$ cat config.mk
export PLATFORM = sky130hd
export DESIGN_NAME = wdog_top
export DESIGN_NICKNAME = d
export VERILOG_FILES = /design/src/verilog/wdog_pkg.sv /design/src/verilog/wdog_top.sv
export SDC_FILE = /design/constraint.sdc
export NUM_CORES = 1
export LEC_CHECK = 0
export ABC_CLOCK_PERIOD_IN_PS = 4900
export BUFFER_PORTS_ARGS = -buffer_cell sky130_fd_sc_hd__buf_2
export CORE_UTILIZATION = 35
export DETAILED_ROUTE_END_ITERATION = 8
export GPL_TIMING_DRIVEN = 0
export SYNTH_ARGS = -nofsm -noshare
export SYNTH_HDL_FRONTEND = slang
export SYNTH_SLANG_ARGS = --single-unit
$ cat constraint.sdc
create_clock -name I_REF_CLK -period 4.9 [get_ports I_REF_CLK]
set_input_delay 0.98 -clock I_REF_CLK [delete_from_list [all_inputs] [get_ports I_REF_CLK]]
set_output_delay 0.98 -clock I_REF_CLK [all_outputs]
set_load 0.02 [all_outputs]
$ cat src/verilog/wdog_pkg.sv
`default_nettype none

package wdog_pkg;

  // counter structure
  localparam int unsigned PRESCALE_W = 12;
  localparam int unsigned COUNT_W = 6;
  localparam int unsigned WAKE_W = 13;
  localparam int unsigned PULSE_W = 6;

  // register indices; byte address is four times the index
  localparam logic [15:0] SERVICE_PORT_IDX = 16'hffff;
  localparam logic [15:0] OPTION_ONE_IDX = 16'h001f;
  localparam logic [15:0] RESET_CAUSE_IDX = 16'h0001;
  localparam logic [15:0] WDOG_STATUS_IDX = 16'h0002;

  // system_option_register_one fields
  localparam int unsigned OPT_RATE_BIT = 7;
  localparam int unsigned OPT_SHORT_WAKE_BIT = 2;
  localparam int unsigned OPT_STOP_EN_BIT = 1;
  localparam int unsigned OPT_DISABLE_BIT = 0;
  localparam logic [7:0] OPTION_ONE_RESET = 8'h00;

  // reset_cause_register fields
  localparam int unsigned CAUSE_WDOG_BIT = 0;
  localparam int unsigned CAUSE_ILLEGAL_BIT = 1;
  localparam logic [1:0] CAUSE_RESET = 2'h0;

  // timing in osc_clock cycles
  localparam int unsigned TIMEOUT_FAST_CYCLES = 8176;
  localparam int unsigned TIMEOUT_SLOW_CYCLES = 262128;
  localparam int unsigned RST_PULSE_CYCLES = 32;
  localparam int unsigned POR_SETTLE_CYCLES = 4096;
  localparam int unsigned SHORT_WAKE_CYCLES = 32;
  localparam int unsigned LONG_WAKE_CYCLES = 4096;

  // prescaler stage whose carry advances the counter, per rate
  localparam int unsigned FAST_TAP = 7;
  localparam int unsigned SLOW_TAP = 12;

  typedef enum logic [2:0] {
    MODE_RUN = 3'b001,
    MODE_STOP = 3'b010,
    MODE_RECOVER = 3'b100
  } wdog_mode_type;

  typedef struct packed {
    logic [2:0] sync_irq;
    logic [2:0] sync_rst;
    logic irq_tst;
    logic rst_tst;
    logic [PRESCALE_W-1:0] presc;
    logic [COUNT_W-1:0] cnt;
    logic [PRESCALE_W-1:0] por_cnt;
    logic por_done;
    wdog_mode_type mode;
    logic [WAKE_W-1:0] wake_cnt;
    logic wake_long;
    logic pulse;
    logic [PULSE_W-1:0] pulse_cnt;
    logic [7:0] opt;
    logic opt_written;
    logic [1:0] cause;
    logic mon_irq;
    logic mon_blank;
    logic cpu_clk_en;
    logic wdog_active;
    logic pready;
    logic pslverr;
    logic [31:0] prdata;
  } wdog_state_type;

  localparam wdog_state_type STATE_RESET = '{
    mode: MODE_RUN,
    cpu_clk_en: 1'b1,
    opt: OPTION_ONE_RESET,
    cause: CAUSE_RESET,
    default: '0
  };

endpackage : wdog_pkg

`default_nettype wire

$ cat src/verilog/wdog_top.sv
`timescale 1ns/1ps
`default_nettype none

// Behaviour
// - 6-bit counter behind 12-bit prescaler
// - timeout 8176 or 262128 by rate
// - timeout drives reset pin 32 cycles, flags
// - service write clears counter, prescaler 12-5
// - service read returns reset vector low
// - disable bit blocks watchdog resets
// - prescaler cleared 4096 cycles after power-up
// - internal reset clears both counters
// - no interrupt, only reset
// - monitor via irq test: disabled while voltage
// - monitor via blank vectors: off until POR
// - break with reset-pin test voltage disables
// - keeps counting in wait mode
// - stop gates clock, clears prescaler
// - stop disabled means illegal-opcode reset
// - wake after 32 or 4096 cycles
// - reset out of stop: long recovery
// - option register written once per reset
// - every reset clears option bits
module wdog_top
  import wdog_pkg::*;
(
  input wire logic I_REF_CLK,
  input wire logic I_SYS_RST,
  input wire logic I_PSEL,
  input wire logic I_PENABLE,
  input wire logic I_PWRITE,
  input wire logic [17:0] I_PADDR,
  input wire logic [31:0] I_PWDATA,
  input wire logic [7:0] I_RESET_VEC_LO,
  input wire logic I_STOP_EXEC,
  input wire logic I_WAKE_REQ,
  input wire logic I_INT_RST,
  input wire logic I_MON_ENTRY,
  input wire logic I_MON_BY_TST,
  input wire logic I_BREAK_STATE,
  input wire logic I_IRQ_TST,
  input wire logic I_RST_TST,
  output logic [31:0] O_PRDATA,
  output logic O_PREADY,
  output logic O_PSLVERR,
  output logic O_RST_PIN_OUT,
  output logic O_RST_PIN_OE_N,
  output logic O_INT_RESET,
  output logic O_CPU_CLK_EN,
  output logic O_WDOG_ACTIVE
);

  localparam logic [COUNT_W-1:0] CNT_MAX = '1;
  localparam logic [PRESCALE_W-1:0] FAST_MASK = PRESCALE_W'((1 << FAST_TAP) - 1);
  localparam logic [PRESCALE_W-1:0] SLOW_MASK = PRESCALE_W'((1 << SLOW_TAP) - 1);
  // the overflow lands at the prescaler value that makes the total exact
  localparam logic [PRESCALE_W-1:0] FAST_END =
    PRESCALE_W'(TIMEOUT_FAST_CYCLES - ((1 << COUNT_W) - 1) * (1 << FAST_TAP) - 1);
  localparam logic [PRESCALE_W-1:0] SLOW_END =
    PRESCALE_W'(TIMEOUT_SLOW_CYCLES - ((1 << COUNT_W) - 1) * (1 << SLOW_TAP) - 1);
  localparam logic [PRESCALE_W-1:0] POR_END = PRESCALE_W'(POR_SETTLE_CYCLES - 1);
  localparam logic [PULSE_W-1:0] PULSE_END = PULSE_W'(RST_PULSE_CYCLES - 1);
  localparam logic [WAKE_W-1:0] SHORT_WAKE_END = WAKE_W'(SHORT_WAKE_CYCLES - 1);
  localparam logic [WAKE_W-1:0] LONG_WAKE_END = WAKE_W'(LONG_WAKE_CYCLES - 1);
  localparam logic [PRESCALE_W-1:0] SERVICE_KEEP = PRESCALE_W'(12'h00f);

  wdog_state_type q;
  wdog_state_type d;

  logic setup_phase;
  logic access_done;
  logic [15:0] reg_idx;
  logic hit_service;
  logic hit_option;
  logic hit_cause;
  logic hit_status;
  logic wdog_off;
  logic counting;
  logic fast_rate;
  logic tick;
  logic overflow;
  logic service;
  logic illegal_stop;
  logic start_reset;
  logic [PRESCALE_W-1:0] presc_mask;
  logic [PRESCALE_W-1:0] presc_end;
  logic [31:0] read_word;

  always_comb begin
    d = q;

    // pins from outside: three flops, change taken when the last two agree
    d.sync_irq = {q.sync_irq[1:0], I_IRQ_TST};
    d.sync_rst = {q.sync_rst[1:0], I_RST_TST};
    if (q.sync_irq[2] == q.sync_irq[1]) begin
      d.irq_tst = q.sync_irq[2];
    end
    if (q.sync_rst[2] == q.sync_rst[1]) begin
      d.rst_tst = q.sync_rst[2];
    end

    // register decode, held stable by the master through the access phase
    setup_phase = I_PSEL & ~I_PENABLE;
    access_done = I_PSEL & I_PENABLE & q.pready;
    reg_idx = I_PADDR[17:2];
    hit_service = (reg_idx == SERVICE_PORT_IDX);
    hit_option = (reg_idx == OPTION_ONE_IDX);
    hit_cause = (reg_idx == RESET_CAUSE_IDX);
    hit_status = (reg_idx == WDOG_STATUS_IDX);

    wdog_off = q.opt[OPT_DISABLE_BIT] | q.mon_blank
             | (q.mon_irq & (q.irq_tst | q.rst_tst))
             | (I_BREAK_STATE & q.rst_tst);

    counting = (q.mode == MODE_RUN) & q.por_done & ~q.pulse;

    fast_rate = q.opt[OPT_RATE_BIT];
    presc_mask = fast_rate ? FAST_MASK : SLOW_MASK;
    presc_end = fast_rate ? FAST_END : SLOW_END;
    tick = counting & ((q.presc & presc_mask) == presc_mask);
    overflow = counting & ~wdog_off & (q.cnt == CNT_MAX)
             & ((q.presc & presc_mask) == presc_end);

    service = access_done & I_PWRITE & hit_service;
    illegal_stop = I_STOP_EXEC & (q.mode == MODE_RUN) & ~q.opt[OPT_STOP_EN_BIT];
    start_reset = ~q.pulse & (overflow | illegal_stop | I_INT_RST);

    if (counting) begin
      d.presc = q.presc + PRESCALE_W'(1);
      if (tick) begin
        d.cnt = q.cnt + COUNT_W'(1);
      end
    end

    if (!q.por_done) begin
      d.por_cnt = q.por_cnt + PRESCALE_W'(1);
      if (q.por_cnt == POR_END) begin
        d.por_done = 1'b1;
        d.presc = '0;
      end
    end

    // service clears counter and upper stages
    if (service) begin
      d.cnt = '0;
      d.presc = q.presc & SERVICE_KEEP;
    end

    // read data is latched in the setup cycle, answered one cycle later
    read_word = '0;
    if (hit_service) begin
      read_word[7:0] = I_RESET_VEC_LO;
    end else if (hit_option) begin
      read_word[7:0] = q.opt;
    end else if (hit_cause) begin
      read_word[1:0] = q.cause;
    end else if (hit_status) begin
      read_word = {16'h0000, q.mode, q.cpu_clk_en, q.wdog_active, q.pulse,
                   q.cnt[5:0], 4'h0};
    end

    d.pready = 1'b0;
    if (setup_phase) begin
      d.pready = 1'b1;
      d.pslverr = ~(hit_service | hit_option | hit_cause | hit_status);
      d.prdata = I_PWRITE ? 32'h0000_0000 : read_word;
    end

    if (access_done && I_PWRITE && hit_option && !q.opt_written) begin
      d.opt = I_PWDATA[7:0];
      d.opt_written = 1'b1;
    end

    // write-one clears the cause; a new cause in the same cycle wins below
    if (access_done && I_PWRITE && hit_cause) begin
      d.cause = q.cause & ~I_PWDATA[1:0];
    end

    // monitor entry decides which disable form applies
    if (I_MON_ENTRY) begin
      if (I_MON_BY_TST) begin
        d.mon_irq = 1'b1;
      end else begin
        d.mon_blank = 1'b1;
      end
    end

    case (q.mode)
      MODE_RUN: begin
        if (I_STOP_EXEC && q.opt[OPT_STOP_EN_BIT] && !start_reset) begin
          d.mode = MODE_STOP;
          d.presc = '0;
          d.cpu_clk_en = 1'b0;
        end
      end
      MODE_STOP: begin
        if (I_WAKE_REQ) begin
          d.mode = MODE_RECOVER;
          d.wake_cnt = '0;
          d.wake_long = ~q.opt[OPT_SHORT_WAKE_BIT];
        end
      end
      MODE_RECOVER: begin
        d.wake_cnt = q.wake_cnt + WAKE_W'(1);
        if (q.wake_cnt == (q.wake_long ? LONG_WAKE_END : SHORT_WAKE_END)) begin
          d.mode = MODE_RUN;
          d.cpu_clk_en = 1'b1;
        end
      end
      default: begin
        d.mode = MODE_RUN;
        d.cpu_clk_en = 1'b1;
      end
    endcase

    if (q.pulse) begin
      d.pulse_cnt = q.pulse_cnt + PULSE_W'(1);
      if (q.pulse_cnt == PULSE_END) begin
        d.pulse = 1'b0;
      end
    end

    if (start_reset) begin
      d.pulse = 1'b1;
      d.pulse_cnt = '0;
      if (overflow) begin
        d.cause[CAUSE_WDOG_BIT] = 1'b1;
      end
      if (illegal_stop) begin
        d.cause[CAUSE_ILLEGAL_BIT] = 1'b1;
      end
      d.presc = '0;
      d.cnt = '0;
      d.opt = OPTION_ONE_RESET;
      d.opt_written = 1'b0;
      // reset out of stop is long
      if (q.mode != MODE_RUN) begin
        d.mode = MODE_RECOVER;
        d.wake_cnt = '0;
        d.wake_long = 1'b1;
      end
    end

    d.wdog_active = ~wdog_off & q.por_done;
  end

  // power-on reset also restarts settle count
  always_ff @(posedge I_REF_CLK) begin
    if (I_SYS_RST) begin
      q <= STATE_RESET;
    end else begin
      q <= d;
    end
  end

  assign O_PRDATA = q.prdata;
  assign O_PREADY = q.pready;
  assign O_PSLVERR = q.pslverr;
  // pin is pulled low only while the pulse runs; the level is low then
  assign O_RST_PIN_OUT = ~q.pulse;
  assign O_RST_PIN_OE_N = ~q.pulse;
  assign O_INT_RESET = q.pulse;
  assign O_CPU_CLK_EN = q.cpu_clk_en;
  assign O_WDOG_ACTIVE = q.wdog_active;

endmodule : wdog_top

`default_nettype wire

==> results.py <==
metrics = {
    "worst_setup_path": {
        "r2r-end": "q[100]",
        "reg2reg_from": "q[86]",
        "startpoint_type": "input port",
        "path_class": "in -> reg",
        "cp-end-kind": "flop",
        "arrival_ns": 2.74,
        "required_ns": 5.12,
        "rr_worst_depth": 7,
        "critPathMaxFanout": 8,
        "r2r_slack_ns": 2.62,
    },
    "logic_synthesis": {
        "ys_ff_latch": 96,
        "synth.yosys.warnings": 0,
        "yosys.area.top_type": "dfxtp_1",
        "synth_enable_flop_cells": 0,
        "async_flop_share": 0,
        "ys_seq_area_frac": 0.403,
        "synthMuxAreaShare": 0.0275,
        "synthSimpleGateAreaFrac": 0.284,
        "yosysMostFrequentCell": "dfxtp_1",
        "avgSynthCellArea_um2": 8.84,
        "netlist-cell-type-count": 66,
        "syn-cell-area_mm2": 0.00477,
        "yosysTopAreaCellShare": 0.403,
        "ys.flop_type": "dfxtp_1",
        "yosys-top-cells-area": "dfxtp_1 40%, nor2_1 5.9%, buf_4 5.5%",
        "synth_common_cells": "96 x dfxtp_1, 75 x nor2_1, 35 x buf_4, 35 x nand2_1, 29 x a21oi_1",
        "yosys.area_share.adder": 0.0131,
        "synthXorXnorAreaFrac": 0.0551,
        "syn_inst": 540,
        "synth_compound_area_frac": 0.135,
        "synth_top_family_by_area": "simple AND/OR/NAND/NOR gates",
    },
    "route": {
        "wl_per_cell_um": 14.4,
        "via_per_inst": 5.11,
        "wl_um": 11700,
        "first_pass_iters": 8,
        "route.vias.total": 4151,
        "detail_route.iter0.violations": 211,
        "drc": 0,
        "ant_nets": 0,
    },
    "power": {
        "power_density_mw_per_mm2": 288,
        "leakage_nw": 2.17,
        "vdd_drop_max_v": 0.000127,
    },
    "sta": {
        "tightestPinTransition_ns": 0.748,
        "hold_viol": 0,
        "finalCriticalPeriod_ns": 2.51,
        "holdWs_ns": 0.445,
        "setup_viol": 0,
        "clock_skew_ns": 0.0108,
        "rsz0062_at_grt": "false",
        "final_max_slew_viol_count": 0,
        "fin_tns_setup_ns": 0,
        "slew_headroom": 0.498,
        "fmax_mhz": 398,
        "final.period_utilization": 0.513,
    },
    "floorplan": {
        "initial_core_util": 0.359,
        "rows": 42,
        "coreArea_mm2": 0.0133,
        "num_io_pins": 110,
        "die_w_um": 119,
        "die_y_um": 119,
        "die_area_mm2": 0.0141,
    },
    "layout": {
        "syn2layout_area_growth_pct": 19.2,
        "n_antenna_cell": 0,
        "drive_gt1_frac": 0.223,
        "nNetsFinal": 708,
    },
    "min_path": {
        "worstHoldPathType": "reg -> reg",
        "hold_end": "d[108]",
        "min_from": "d[107]",
        "min_path_cells": 1,
    },
    "run": {
        "drv_cap": 0,
    },
    "clock_tree": {
        "cts-hold-fix-buffers": 0,
        "clkTransAtPathRegs_ns": 0.08,
        "clock_path_buffers": 2,
        "clk_latency_ns": 0.35,
        "clock-sinks": 96,
        "cts_resized": 0,
        "cts_root_buffer": "clkbuf_16",
        "cts_max_level": 3,
        "postCtsSetupRepairBufs": 0,
        "cts_buffers": 9,
        "cts_tree": "built",
    },
    "placed_design": {
        "io_buffers": 66,
        "gp_congestion": 0.862,
        "dpl.hpwl_um": 8800,
    },
    "global_route": {
        "grtUsageTotal": 0.172,
        "globalRouteOverflowTotal": 0,
        "antenna_found_initial": 0,
        "grt_first_pass_wirelength_um": 19200,
        "grt_pass1_vias": 3863,
        "grt_max_degree": 19,
    },
    "run_status": {
        "outcome": "finished, final reports clean",
    },
}
==> power by group <==
| group | internal [mW] | switching (mW) | total, mW | leakage, nW |
|---|---|---|---|---|
| logic | 0.0414 | 0.0655 | 0.107 | 1.24 |
| registers | 0.788 | 0.00564 | 0.794 | 0.776 |
| clock network | 0.408 | 0.332 | 0.740 | 0.153 |
==> registers in the layout (all words and copies together), names as in the netlist <==
name,flops
O_CPU_CLK_EN,1
d,4
O_PSLVERR,1
O_PREADY,1
O_WDOG_ACTIVE,1
q,70
O_PRDATA,16
fast_rate,1
O_INT_RESET,1
==> kinds of logic (layout without fill, tap and decap cells) <==
logic type / Yosys count / in the layout
AOI/OAI and AO/OA: 96 / 96
muxes: 13 / 13
adders and majority gates: 5 / 5
xor gates and xnor gates: 30 / 30
other: 1 / 16
and+or+nand+nor: 234 / 234
DFF: 96 / 96
buffers and inverters: 65 / 147
==> cells in the final DEF (no fill, tap or decap), drive strengths merged, types with 9 or more instances in the layout <==
cell type  netlist  layout
nand4           17      17
xor2            17      17
nand2           35      35
nor4            21      21
xnor2           13      13
buf             40     106
inv             10      15
conb             1      16
mux2i           12      12
nor2            76      76
dfxtp           96      96
a22oi           16      16
a21oi           29      29
clkbuf          15      24
nor3            12      12
o21ai           15      15
nor2b            9       9
nand3           12      12
==> cell type report <==
class	instances	area, um2
flip-flops and latches	96	1920
fillers	1320	7610
plain buffers	55	350
repair buffers	66	330
inverters	10	37.5
multi-input cells	394	2520
clock inverters	7	85.1
well taps	176	220
clock buffers	9	225
==> worst max path at each step <==
stage | start | end | cells after the start
2_1_floorplan | I_PADDR[7] | O_PRDATA[1] | 5
3_3_place_gp | I_PADDR[7] | q[44] | 6
3_5_place_dp | I_PADDR[15] | q[41] | 6
4_1_cts | I_PADDR[7] | q[41] | 6
5_1_grt | I_PADDR[15] | q[41] | 6
6_report | I_PADDR[15] | q[41] | 6
==> routing by layer <==
layer  GRT usage  up-vias  wire length (um)
li1            -     2079                 -
met1       0.219     1944              5390
met2       0.274      112              5460
met3      0.0401       16               593
met4      0.0759        0               270
met5           0        -                 0
==> worst max-delay path: stages <==
cell	delay (ns)
buf_2	0.12
nor4_2	0.41
nand4_1	0.39
nor3_4	0.53
mux2i_1	0.25
nor2_1	0.05
==> stage by stage <==
stage          power, mW  worst slack [ns]  utilization  instance area [um2]  cells
5_1_grt             1.71              2.21        0.428                 5690    813
4_1_cts             1.66              2.38        0.428                 5690    813
3_5_place_dp       0.918              2.02        0.405                 5380    797
3_3_place_gp       0.917              2.08        0.405                 5380    797
2_1_floorplan      0.878              2.48            -                 4830    555
6_report            1.64              2.39        0.428                 5690    813
No activity file was read; power rests on OpenSTA's default activity.
